<file path="src/design/wdt_pkg.sv">
// shared constants and types for the windowed backup watchdog
package wdt_pkg;

  localparam int CNT_W      = 12;
  localparam int PRESCALE_W = 7;

  // register byte addresses
  localparam logic [31:0] ADDR_CONTROL = 32'h400E_1900;
  localparam logic [31:0] ADDR_MODE    = 32'h400E_1904;
  localparam logic [31:0] ADDR_STATUS  = 32'h400E_1908;

  // control register fields
  localparam int KEY_MSB     = 31;
  localparam int KEY_LSB     = 24;
  localparam int RESTART_BIT = 0;

  // status register fields
  localparam int STAT_UNF_BIT = 0;
  localparam int STAT_ERR_BIT = 1;

  localparam logic [CNT_W-1:0]      CNT_MAX      = 12'hFFF;
  localparam logic [CNT_W-1:0]      CNT_ZERO     = 12'h000;
  localparam logic [PRESCALE_W-1:0] PRESCALE_END = 7'h7F;
  localparam logic [1:0]            HTRANS_NONSEQ = 2'h2;

  // mode register layout, msb first
  typedef struct packed {
    logic [1:0]       spare;
    logic             idle_halt;
    logic             debug_halt;
    logic [CNT_W-1:0] window_limit;
    logic             disable_bit;
    logic             processor_only_reset;
    logic             reset_on_fault_enable;
    logic             fault_irq_enable;
    logic [CNT_W-1:0] reload_value;
  } mode_type;

  localparam mode_type MODE_RESET = '{
    spare:                 2'h0,
    idle_halt:             1'b0,
    debug_halt:            1'b0,
    window_limit:          CNT_MAX,
    disable_bit:           1'b1,
    processor_only_reset:  1'b0,
    reset_on_fault_enable: 1'b1,
    fault_irq_enable:      1'b0,
    reload_value:          CNT_MAX
  };

  typedef struct packed {
    logic window_error_flag;
    logic underflow_flag;
  } flags_type;

endpackage

</file>
<file path="src/design/windowed_backup_watchdog.sv">
// windowed backup watchdog with ahb-lite register slave
//
// Our own choice: the AHB-Lite slave port.
`timescale 1ns/1ns
module windowed_backup_watchdog
  import wdt_pkg::*;
#(
  parameter logic [7:0] RESTART_KEY = 8'hC4  // arbitrary value
) (
  // clock and reset
  input  wire logic        mclk_i,
  input  wire logic        rst_n_i,
  // ahb-lite slave
  input  wire logic        hsel_i,
  input  wire logic [31:0] haddr_i,
  input  wire logic [1:0]  htrans_i,
  input  wire logic        hwrite_i,
  input  wire logic [2:0]  hsize_i,
  input  wire logic        hready_i,
  input  wire logic [31:0] hwdata_i,
  output logic      [31:0] hrdata_o,
  output logic             hreadyout_o,
  output logic             hresp_o,
  // clock sources, asynchronous
  input  wire logic        slow_rc_clk_i,
  input  wire logic        main_rc_div_clk_i,
  // system state
  input  wire logic        main_rc_enable_i,
  input  wire logic        primary_on_slow_rc_i,
  input  wire logic        debug_state_i,
  input  wire logic        idle_state_i,
  // to reset controller and interrupt controller
  output logic             watchdog_fault_line_o,
  output logic             all_reset_req_o,
  output logic             proc_reset_req_o,
  output logic             irq_o
);

  mode_type              mode;
  logic                  mode_locked;
  flags_type             flags;
  logic [CNT_W-1:0]      counter;
  logic [PRESCALE_W-1:0] prescale;
  logic                  fault_line;

  // ---------------- clock source synchronisers
  logic [1:0] slow_sync;
  logic [1:0] main_sync;
  logic       slow_q;
  logic       main_q;

  always_ff @(posedge mclk_i or negedge rst_n_i) begin
    if (!rst_n_i) begin
      slow_sync <= 2'h0;
      main_sync <= 2'h0;
      slow_q    <= 1'b0;
      main_q    <= 1'b0;
    end else begin
      slow_sync <= {slow_sync[0], slow_rc_clk_i};
      main_sync <= {main_sync[0], main_rc_div_clk_i};
      slow_q    <= slow_sync[1];
      main_q    <= main_sync[1];
    end
  end

  logic use_main;
  logic slow_tick;
  assign use_main  = main_rc_enable_i | primary_on_slow_rc_i;
  assign slow_tick = use_main ? (main_sync[1] & ~main_q)
                              : (slow_sync[1] & ~slow_q);

  // ---------------- ahb-lite address phase capture
  logic        ph_valid;
  logic        ph_write;
  logic [31:0] ph_addr;
  logic        addr_take;

  assign addr_take = hsel_i & hready_i & (htrans_i == HTRANS_NONSEQ);

  always_ff @(posedge mclk_i or negedge rst_n_i) begin
    if (!rst_n_i) begin
      ph_valid <= 1'b0;
      ph_write <= 1'b0;
      ph_addr  <= 32'h0000_0000;
    end else if (hready_i) begin
      ph_valid <= addr_take;
      ph_write <= hwrite_i;
      ph_addr  <= haddr_i;
    end
  end

  logic wr_ctrl;
  logic wr_mode;
  logic rd_status;
  logic restart_req;
  logic mode_load;

  assign wr_ctrl   = ph_valid & ph_write & (ph_addr == ADDR_CONTROL);
  assign wr_mode   = ph_valid & ph_write & (ph_addr == ADDR_MODE);
  assign rd_status = addr_take & ~hwrite_i & (haddr_i == ADDR_STATUS);

  // restart needs the key and a one in the restart bit
  assign restart_req = wr_ctrl
                     & (hwdata_i[KEY_MSB:KEY_LSB] == RESTART_KEY)
                     & hwdata_i[RESTART_BIT];
  assign mode_load   = wr_mode & ~mode_locked;

  // zero wait state, always okay
  always_ff @(posedge mclk_i or negedge rst_n_i) begin
    if (!rst_n_i) begin
      hreadyout_o <= 1'b0;
      hresp_o     <= 1'b0;
    end else begin
      hreadyout_o <= 1'b1;
      hresp_o     <= 1'b0;
    end
  end

  // read data is prepared at the address phase edge
  always_ff @(posedge mclk_i or negedge rst_n_i) begin
    if (!rst_n_i) begin
      hrdata_o <= 32'h0000_0000;
    end else if (addr_take & ~hwrite_i) begin
      hrdata_o <= 32'h0000_0000;
      if (haddr_i == ADDR_MODE) begin
        hrdata_o <= mode;
      end else if (haddr_i == ADDR_STATUS) begin
        hrdata_o[STAT_UNF_BIT] <= flags.underflow_flag;
        hrdata_o[STAT_ERR_BIT] <= flags.window_error_flag;
      end
    end
  end

  // ---------------- mode register, write once
  always_ff @(posedge mclk_i or negedge rst_n_i) begin
    if (!rst_n_i) begin
      mode        <= MODE_RESET;
      mode_locked <= 1'b0;
    end else if (mode_load) begin
      mode        <= mode_type'(hwdata_i);
      mode.spare  <= 2'h0;
      mode_locked <= 1'b1;
    end
  end

  // ---------------- window check and counting
  logic window_on;
  logic window_err;
  logic restart_ok;
  logic running;
  logic step;
  logic underflow;

  assign window_on  = mode.window_limit < mode.reload_value;
  assign window_err = restart_req & window_on
                    & (counter > mode.window_limit);
  assign restart_ok = restart_req & ~window_err;
  assign running    = ~mode.disable_bit
                    & ~(debug_state_i & mode.debug_halt)
                    & ~(idle_state_i & mode.idle_halt);
  assign step       = running & slow_tick & (prescale == PRESCALE_END);
  assign underflow  = step & (counter == CNT_ZERO);

  // prescaler restarts with every reload
  always_ff @(posedge mclk_i or negedge rst_n_i) begin
    if (!rst_n_i) begin
      prescale <= '0;
    end else if (restart_ok | mode_load) begin
      prescale <= '0;
    end else if (running & slow_tick) begin
      prescale <= prescale + 1'b1;
    end
  end

  always_ff @(posedge mclk_i or negedge rst_n_i) begin
    if (!rst_n_i) begin
      counter <= CNT_MAX;
    end else if (mode_load) begin
      counter <= hwdata_i[CNT_W-1:0];
    end else if (restart_ok | underflow) begin
      counter <= mode.reload_value;
    end else if (step) begin
      counter <= counter - 1'b1;
    end
  end

  // ---------------- sticky flags, set wins over read clear
  always_ff @(posedge mclk_i or negedge rst_n_i) begin
    if (!rst_n_i) begin
      flags <= '0;
    end else begin
      flags.underflow_flag    <= underflow
                               | (flags.underflow_flag & ~rd_status);
      flags.window_error_flag <= window_err
                               | (flags.window_error_flag & ~rd_status);
    end
  end

  logic fault_set;
  assign fault_set = (underflow & mode.reset_on_fault_enable)
                   | window_err;

  always_ff @(posedge mclk_i or negedge rst_n_i) begin
    if (!rst_n_i) begin
      fault_line <= 1'b0;
    end else begin
      fault_line <= fault_set | (fault_line & ~rd_status);
    end
  end

  // ---------------- registered outputs
  logic next_irq;
  logic next_req;
  assign next_irq = mode.fault_irq_enable
                  & (flags.underflow_flag | flags.window_error_flag);
  assign next_req = fault_line & mode.reset_on_fault_enable;

  always_ff @(posedge mclk_i or negedge rst_n_i) begin
    if (!rst_n_i) begin
      irq_o                 <= 1'b0;
      watchdog_fault_line_o <= 1'b0;
      all_reset_req_o       <= 1'b0;
      proc_reset_req_o      <= 1'b0;
    end else begin
      irq_o                 <= next_irq & ~rd_status;
      watchdog_fault_line_o <= fault_line & ~rd_status;
      all_reset_req_o       <= next_req & ~rd_status
                             & ~mode.processor_only_reset;
      proc_reset_req_o      <= next_req & ~rd_status
                             & mode.processor_only_reset;
    end
  end

  // ---------------- assertions
  AST_RELOAD_AFTER_RESTART: assert property (
    @(posedge mclk_i) disable iff (!rst_n_i)
    restart_ok & ~mode_load |=> counter == $past(mode.reload_value) && prescale == '0)
    else $error("restart did not reload counter and prescaler");

  AST_KEY_CHECK: assert property (
    @(posedge mclk_i) disable iff (!rst_n_i)
    wr_ctrl & (hwdata_i[KEY_MSB:KEY_LSB] != RESTART_KEY) & ~mode_load & ~(running & slow_tick)
    |=> $stable(counter) && $stable(prescale))
    else $error("restart taken with wrong key");

  AST_MODE_ONCE: assert property (
    @(posedge mclk_i) disable iff (!rst_n_i)
    mode_locked |=> $stable(mode))
    else $error("mode changed after first write");

  AST_UNDERFLOW_FLAG: assert property (
    @(posedge mclk_i) disable iff (!rst_n_i)
    underflow |=> flags.underflow_flag && (fault_line || !$past(mode.reset_on_fault_enable)))
    else $error("underflow not recorded");

  AST_WINDOW_ERROR: assert property (
    @(posedge mclk_i) disable iff (!rst_n_i)
    restart_req & window_on & (counter > mode.window_limit)
    |=> flags.window_error_flag && fault_line ##1 (watchdog_fault_line_o || $past(rd_status)))
    else $error("window error missed");

  AST_WINDOW_OFF: assert property (
    @(posedge mclk_i) disable iff (!rst_n_i)
    restart_req & (mode.window_limit >= mode.reload_value) & ~mode_load
    |=> counter == $past(mode.reload_value))
    else $error("restart refused with window off");

  AST_IRQ: assert property (
    @(posedge mclk_i) disable iff (!rst_n_i)
    next_irq & ~rd_status |=> irq_o)
    else $error("interrupt not raised");

  AST_READ_CLEARS: assert property (
    @(posedge mclk_i) disable iff (!rst_n_i)
    rd_status & ~fault_set & ~underflow & ~window_err
    |=> !fault_line && flags == '0 && !irq_o)
    else $error("status read did not clear");

  AST_DISABLED_HOLDS: assert property (
    @(posedge mclk_i) disable iff (!rst_n_i)
    mode.disable_bit & ~restart_ok & ~mode_load |=> $stable(counter))
    else $error("counter moved while disabled");

  AST_HALT: assert property (
    @(posedge mclk_i) disable iff (!rst_n_i)
    debug_state_i & mode.debug_halt |-> !step)
    else $error("counter stepped in debug halt");

  AST_RESET_SELECT: assert property (
    @(posedge mclk_i) disable iff (!rst_n_i)
    !(all_reset_req_o && proc_reset_req_o))
    else $error("both reset requests active");

  AST_FAULT_OUT: assert property (
    @(posedge mclk_i) disable iff (!rst_n_i)
    fault_line & ~rd_status |=> watchdog_fault_line_o)
    else $error("fault line not passed to output");

  AST_UNDERFLOW_RELOAD: assert property (
    @(posedge mclk_i) disable iff (!rst_n_i)
    underflow & ~mode_load |=> counter == $past(mode.reload_value))
    else $error("underflow did not reload counter");

  AST_STEP_DECREMENT: assert property (
    @(posedge mclk_i) disable iff (!rst_n_i)
    step & ~restart_ok & ~mode_load & (counter != CNT_ZERO)
    |=> counter == $past(counter) - 1'b1)
    else $error("counter did not step down");

  AST_MODE_LOAD: assert property (
    @(posedge mclk_i) disable iff (!rst_n_i)
    mode_load
    |=> mode_locked && counter == $past(hwdata_i[CNT_W-1:0]) && prescale == '0)
    else $error("mode write did not reload and restart");

  AST_REQ_SOURCE: assert property (
    @(posedge mclk_i) disable iff (!rst_n_i)
    all_reset_req_o || proc_reset_req_o
    |-> $past(fault_line) && $past(mode.reset_on_fault_enable))
    else $error("reset request without enabled fault");

  AST_REQ_SELECT: assert property (
    @(posedge mclk_i) disable iff (!rst_n_i)
    all_reset_req_o || proc_reset_req_o |-> proc_reset_req_o == $past(mode.processor_only_reset))
    else $error("wrong reset request selected");

  AST_STATUS_DATA: assert property (
    @(posedge mclk_i) disable iff (!rst_n_i)
    rd_status |=> hrdata_o[STAT_UNF_BIT] == $past(flags.underflow_flag)
              && hrdata_o[STAT_ERR_BIT] == $past(flags.window_error_flag))
    else $error("status read data wrong");

  AST_STICKY_UNF: assert property (
    @(posedge mclk_i) disable iff (!rst_n_i)
    flags.underflow_flag & ~rd_status |=> flags.underflow_flag)
    else $error("underflow flag lost without read");

  AST_STICKY_ERR: assert property (
    @(posedge mclk_i) disable iff (!rst_n_i)
    flags.window_error_flag & ~rd_status |=> flags.window_error_flag)
    else $error("window error flag lost without read");

  AST_IDLE_HALT: assert property (
    @(posedge mclk_i) disable iff (!rst_n_i)
    idle_state_i & mode.idle_halt |-> !step)
    else $error("counter stepped in idle halt");

  AST_IRQ_ENABLE: assert property (
    @(posedge mclk_i) disable iff (!rst_n_i)
    irq_o |-> $past(mode.fault_irq_enable))
    else $error("interrupt raised while disabled");

  AST_CTRL_READ_ZERO: assert property (
    @(posedge mclk_i) disable iff (!rst_n_i)
    addr_take & ~hwrite_i & (haddr_i == ADDR_CONTROL) |=> hrdata_o == '0)
    else $error("control register readable");

endmodule

</file>
<file path="config.mk">
export PLATFORM = sky130hd
export DESIGN_NAME = windowed_backup_watchdog
export DESIGN_NICKNAME = d
export VERILOG_FILES = /design/src/design/wdt_pkg.sv /design/src/design/windowed_backup_watchdog.sv
export SDC_FILE = /design/constraint.sdc
export NUM_CORES = 1
export LEC_CHECK = 0
export ABC_AREA = 1
export BUFFER_PORTS_ARGS = -buffer_cell sky130_fd_sc_hd__buf_2
export CAP_MARGIN = 10
export CORE_ASPECT_RATIO = 2
export CORE_MARGIN = 5
export CORE_UTILIZATION = 46
export DETAILED_ROUTE_END_ITERATION = 10
export PLACE_DENSITY = 0.65
export SKIP_CTS_REPAIR_TIMING = 1
export SYNTH_ARGS = -nofsm -noshare
export SYNTH_HDL_FRONTEND = slang
export SYNTH_SLANG_ARGS = --single-unit
export TNS_END_PERCENT = 30
</file>
<file path="constraint.sdc">
create_clock -name mclk_i -period 3 [get_ports mclk_i]
set_clock_uncertainty 0.1 [all_clocks]
set_input_delay 0 -clock mclk_i [delete_from_list [all_inputs] [get_ports mclk_i]]
set_output_delay 0 -clock mclk_i [all_outputs]
set_load 0.01 [all_outputs]
</file>
### Word level (Yosys, flattened, before mapping)

Cells that the tools add are included.

| word-level totals | value |
|---|---|
| bits in latches | 0 |
| bits of input ports | 80 |
| memories | 0 |
| word-level logic and storage cells | 100 |
| memory bits (read-only) | 0 |
| bits in writable memories | 0 |
| output and inout port bits | 38 |
| flip-flop bits (word level) | 130 |

| operators by class | value |
|---|---|
| magnitude comparators | 2 |
| add/subtract/negate cells | 2 |
| $mul | 0 |
| bitwise operators | 50 |
| muxes and demuxes | 9 |
| shift operators | 0 |
| divide/modulo/power cells | 0 |
| reduce and logical (&&, ||, !) cells | 3 |
| equal/unequal tests | 7 |

Operators by type and width:

| operator | count |
|---|---|
| == test 32 x 31 -> 1 bit (second input constant) | 4 |
| 2-to-1 mux 12 bit | 3 |
| AND 1 bit | 32 |
| 2-to-1 mux 28 bit | 1 |
| 2-to-1 mux 7 bit | 2 |
| > comparator 12 bit | 1 |
| zero test 12 bit | 1 |
| < comparator 12 bit | 1 |
| subtractor 12 x 1 -> 12 bit (second input constant) | 1 |
| inverter 1 bit | 10 |
| == test 8 bit (second input constant) | 1 |
| OR 1 bit | 8 |
| adder 7 x 1 -> 7 bit (second input constant) | 1 |
| == test 7 bit (second input constant) | 1 |
| 2-to-1 mux 2 bit | 2 |
| nonzero test 3 bit | 1 |
| == test 2 bit (second input constant) | 1 |
| nonzero test 2 bit | 1 |
| 2-to-1 mux 1 bit | 1 |

### Longest topological paths before layout

| logic depth | value |
|---|---|
| word-level depth | 11 |
| depth in mapped cells | 17 |
| depth with buffers taken out | 16 |

### Least setup slack after synthesis

No wires, ideal clock.

| timing | value |
|---|---|
| path kind | register -> register |
| start | register mode[11] (netlist name) |
| end | register counter[7] |
| required time | 2.824 ns |
| path buffers | 1 |
| path slack | 0.820 ns |
| arrival | 2.003 ns |
| clock period less this slack | 2.180 ns |
| library setup time | 0.076 ns |
| cell stages (with the launch flop) | 15 |
| path through | dfstp_2 -> inv_1 -> ha_1 -> a21o_1 -> nor2_2 -> nand2_1 -> nor2_2 -> nand2_2 -> o21bai_4 -> nand2_4 -> buf_12 -> nand2_2 -> nand3_2 -> nand2_1 -> nand2_1 |

| on the way | value |
|---|---|
| longest elaborated chain between the ends | 8 |
| elaborated cells on any way between the ends | 9 |
| those cells by class | order compare: 1; mux: 2; bitwise: 5; reduce/logical: 1 |

Ends and longest elaborated chain:

| item | RTL line | source |
|---|---|---|
| start, declared | windowed_backup_watchdog.sv:39 | `mode_type mode;` |
| start signal, assigned | windowed_backup_watchdog.sv:140 | `mode <= mode_type'(hwdata_i);` |
| < comparator 12 bit * | windowed_backup_watchdog.sv:154 | `assign window_on = mode.window_limit < mode.reload_value;` |
| AND 1 bit * | windowed_backup_watchdog.sv:155 | `assign window_err = restart_req & window_on` |
| AND 1 bit * | windowed_backup_watchdog.sv:156 | `& (counter > mode.window_limit);` |
| inverter 1 bit * | windowed_backup_watchdog.sv:157 | `assign restart_ok = restart_req & ~window_err;` |
| AND 1 bit * | windowed_backup_watchdog.sv:157 |  |
| OR 1 bit * | windowed_backup_watchdog.sv:180 | `end else if (restart_ok \| underflow) begin` |
| 2-to-1 mux 12 bit | windowed_backup_watchdog.sv:180 |  |
| 2-to-1 mux 12 bit | windowed_backup_watchdog.sv:178 | `end else if (mode_load) begin` |
| end signal, assigned | windowed_backup_watchdog.sv:179 | `counter <= hwdata_i[CNT_W-1:0];` |
| end signal, assigned | windowed_backup_watchdog.sv:181 | `counter <= mode.reload_value;` |
| end signal, assigned | windowed_backup_watchdog.sv:183 | `counter <= counter - 1'b1;` |
| end, declared | windowed_backup_watchdog.sv:42 | `logic [CNT_W-1:0] counter;` |

Mark *: on every way between the ends. The rest lies on a longest branch, timed or not.
A chain may end at the register's enable or synchronous reset.

### Worst setup path in the final report

| timing | value |
|---|---|
| start | register mode[27] (netlist name) |
| end | register counter[3] |

| on the way | value |
|---|---|
| longest elaborated chain between the ends | 8 |
| elaborated cells on any way between the ends | 10 |
| those cells by class | order compare: 2; mux: 2; bitwise: 5; reduce/logical: 1 |

Ends and longest elaborated chain:

| item | RTL line |
|---|---|
| < comparator 12 bit | windowed_backup_watchdog.sv:154 |
| AND 1 bit | windowed_backup_watchdog.sv:155 |
| AND 1 bit * | windowed_backup_watchdog.sv:156 |
| inverter 1 bit * | windowed_backup_watchdog.sv:157 |
| AND 1 bit * | windowed_backup_watchdog.sv:157 |
| OR 1 bit * | windowed_backup_watchdog.sv:180 |
| 2-to-1 mux 12 bit | windowed_backup_watchdog.sv:180 |
| 2-to-1 mux 12 bit | windowed_backup_watchdog.sv:178 |

Marks and branches as above.

==> flow_metrics.env <==
export IMPL_cts_sinks=128
export IMPL_setup_worst_path_class="flip-flop to flip-flop"
export IMPL_hp_class="input pin to flip-flop"
export IMPL_yosysSeqAreaShare=0.4744
export IMPL_p_leak_nw=4.585
export IMPL_postSynthCellCount=777
export IMPL_clockBufferDepth=2
export IMPL_violations="negative hold slack"
export IMPL_overflow=0
export IMPL_wl_per_cell_um=15.79
export IMPL_whs_ns=-0.01081
export IMPL_synth_flop_cell="dfrtp_1"
export IMPL_crit_arrival_ns=2.86
export IMPL_drc=0
export IMPL_row_count=63
export IMPL_dr_pass1_iters=4
export IMPL_yosys_area_top_type_share=0.3287
export IMPL_die_width_um=96.30
export IMPL_period_share=0.8698
export IMPL_period_minus_slack_ns=2.609
export IMPL_start_util=0.4648
export IMPL_core_region_area_um2=14740
export IMPL_layout_drive_gt1_share=0.2795
export IMPL_relSlewSlack=0.4194
export IMPL_hold_viol_final=2
export IMPL_ir_drop_v=0.0004346
export IMPL_drt_iter0_drc=204
export IMPL_rsz0062_at_grt="false"
export IMPL_diodes=0
export IMPL_critPathRequiredTime_ns=3.25
export IMPL_cts_root_buf="clkbuf_16"
export IMPL_final_max_slew_viol_count=0
export IMPL_ant_nets=0
export IMPL_clock_latency_ns=0.42
export IMPL_synth_area_leaders="dfrtp_1 (33%), dfstp_2 (15%), nand2_1 (9.9%)"
export IMPL_cts_buffers=17
export IMPL_synth_seq_cells=128
export IMPL_vias=5841
export IMPL_avgSynthCellArea_um2=8.818
export IMPL_grt_max_degree=59
export IMPL_fmax_ghz=0.3832
export IMPL_antenna_found_initial=0
export IMPL_synth_top_cell_by_area="dfrtp_1"
export IMPL_status="complete, but fails checks"
export IMPL_wl_um=18440
export IMPL_vias_per_cell=5.001
export IMPL_setup_tns_ns=0
export IMPL_grt_pass1_wl_um=28060
export IMPL_worst_slew_pin_slew_ns=0.8696
export IMPL_timing_max_cap_violations=0
export IMPL_synth_async_reset_ratio=1.000
export IMPL_setup_viol=0
export IMPL_synth_most_common_cell="nand2_1"
export IMPL_dp_hpwl_um=13610
export IMPL_finalWorstSetupSlack_ns=0.3907
export IMPL_cp_max_fo=15
export IMPL_p_per_area_nw_per_um2=475.6
export IMPL_gp_congestion=0.9183
export IMPL_cp_end_kind="flip-flop"
export IMPL_io_buffers=111
export IMPL_cts_tree="done"
export IMPL_grt_usage=0.2143
export IMPL_worst_setup_path_start_kind="flip-flop"
export IMPL_syn_area_um2=6852
export IMPL_io_pin_count=118
export IMPL_yosysWarnings=0
export IMPL_place_ws_ns=0.4194
export IMPL_die_area_um2=17580
export IMPL_synth_cell_types=49
export IMPL_die_h_um=182.6
export IMPL_syn_to_final_growth_pct=29.40
export IMPL_htreeDepth=4
export IMPL_fin_nets=1065
export IMPL_synthTopCellsByCount="nand2_1 (180), inv_1 (93), dfrtp_1 (90)"
export IMPL_clk_pin_slew_ns=0.06
export IMPL_synth_edff_count=0
export IMPL_grt_pass1_vias=5557
[path summary, 6_finish.rpt]
path                            cells past startpoint      endpoint           from  slack, ns
max in group asynchronous                           3       mode[1]        rst_n_i       1.94
worst min register to register                      0  slow_sync[1]   slow_sync[0]       0.26
worst max register to register                     13    counter[3]       mode[27]       0.39
worst max-delay path                               13    counter[3]       mode[27]       0.39
min in group asynchronous                           2  hrdata_o[21]        rst_n_i       0.02
worst min-delay path                                5   prescale[0]  debug_state_i      -0.01
[sequential cells by signal (all words and copies together), names as in the netlist, 2 cells and up]
register	count
counter	12
flags	2
hrdata_o	30
main_sync	2
mode	30
ph_addr	32
prescale	7
slow_sync	2
[report_power, final]
| part | switching (mW) | internal (mW) |
|---|---|---|
| Combinational | 0.141 | 0.142 |
| Sequential | 0.0243 | 1.78 |
| Clock | 0.857 | 1.28 |
| Total | 1.02 | 3.19 |
[worst max-delay path, stage by stage, from the launching register on]
cell and delay, ns:
dfstp_2 0.54, inv_1 0.07, ha_1 0.30, nand2_1 0.10
nor2_1 0.19, nand2_1 0.09, nand3_2 0.09, nand2_2 0.07
o21bai_4 0.40, nand2_4 0.25, nand2_1 0.12, nand3_1 0.09
nand2_1 0.07, nand2_1 0.05
[final cells by class]
cell class | instances | area, um^2
clock inverters | 14 | 168.9
fillers | 1310 | 5874
inverters | 101 | 379.1
repair buffers | 188 | 1319
well taps | 195 | 244.0
multi-input cells | 524 | 3065
clock buffers | 18 | 439.2
flip-flops and latches | 128 | 3251
[cells in the final DEF, fill, tap and decap left out, types with 2 or more instances in the layout]
master	synthesis	final
nor4_1	4	4
nand4_2	2	2
ha_1	25	25
nor2_4	3	3
bufinv_16	0	2
nand4_1	20	20
nor3_1	11	11
clkinv_4	0	3
nand3_1	21	21
nand3b_1	3	3
dlygate4sd3_1	0	68
a21o_1	2	2
nand3_2	14	14
clkbuf_16	0	17
buf_2	7	110
nand2_1	180	180
inv_8	0	2
dfstp_2	38	38
inv_1	93	93
a21oi_2	7	7
o22ai_1	3	3
o31ai_2	3	3
xnor2_1	4	4
nor2_1	70	70
buf_4	5	9
inv_2	8	8
nand3_4	4	4
o21ai_0	47	47
conb_1	2	4
o21ai_1	4	4
nor2_2	5	5
inv_6	0	6
dfrtp_1	90	90
xor2_1	11	11
nor3b_1	4	4
mux2_2	16	16
o31ai_1	20	20
nand2_2	12	12
a21oi_1	12	12
[metal layers]
metal / vias up / global-route usage / wire length [um]
met2: 138 / 0.3963 / 10660
met3: 47 / 0.04002 / 630
li1: 2895 / - / -
met1: 2761 / 0.2117 / 6148
met4: 0 / 0.1265 / 1009
met5: - / 0 / 0
[per-stage QoR]
step                std cells  power [mW]    util  instance area, um^2
floorplan                 779       1.922       -                 6859
finish                   1168       4.217  0.6015                 8866
CTS                      1100       4.182  0.5553                 8185
detailed placement       1068       2.044  0.5140                 7577
global route             1168       4.375  0.6015                 8866
global placement         1068       2.040  0.5140                 7577
[cell families after synthesis]
kind of cell	after synthesis	synth area share
XOR/XNOR	15	0.01917
adder cells (fa/ha/maj)	25	0.04565
AND/OR/NAND/NOR	361	0.2589
flip-flops	128	0.4744
multiplexers	16	0.02630
AO/OA/AOI/OAI	103	0.09514
buffers and inverters	127	0.07925
other	2	0.001096
No activity file was read; power rests on OpenSTA's default activity.
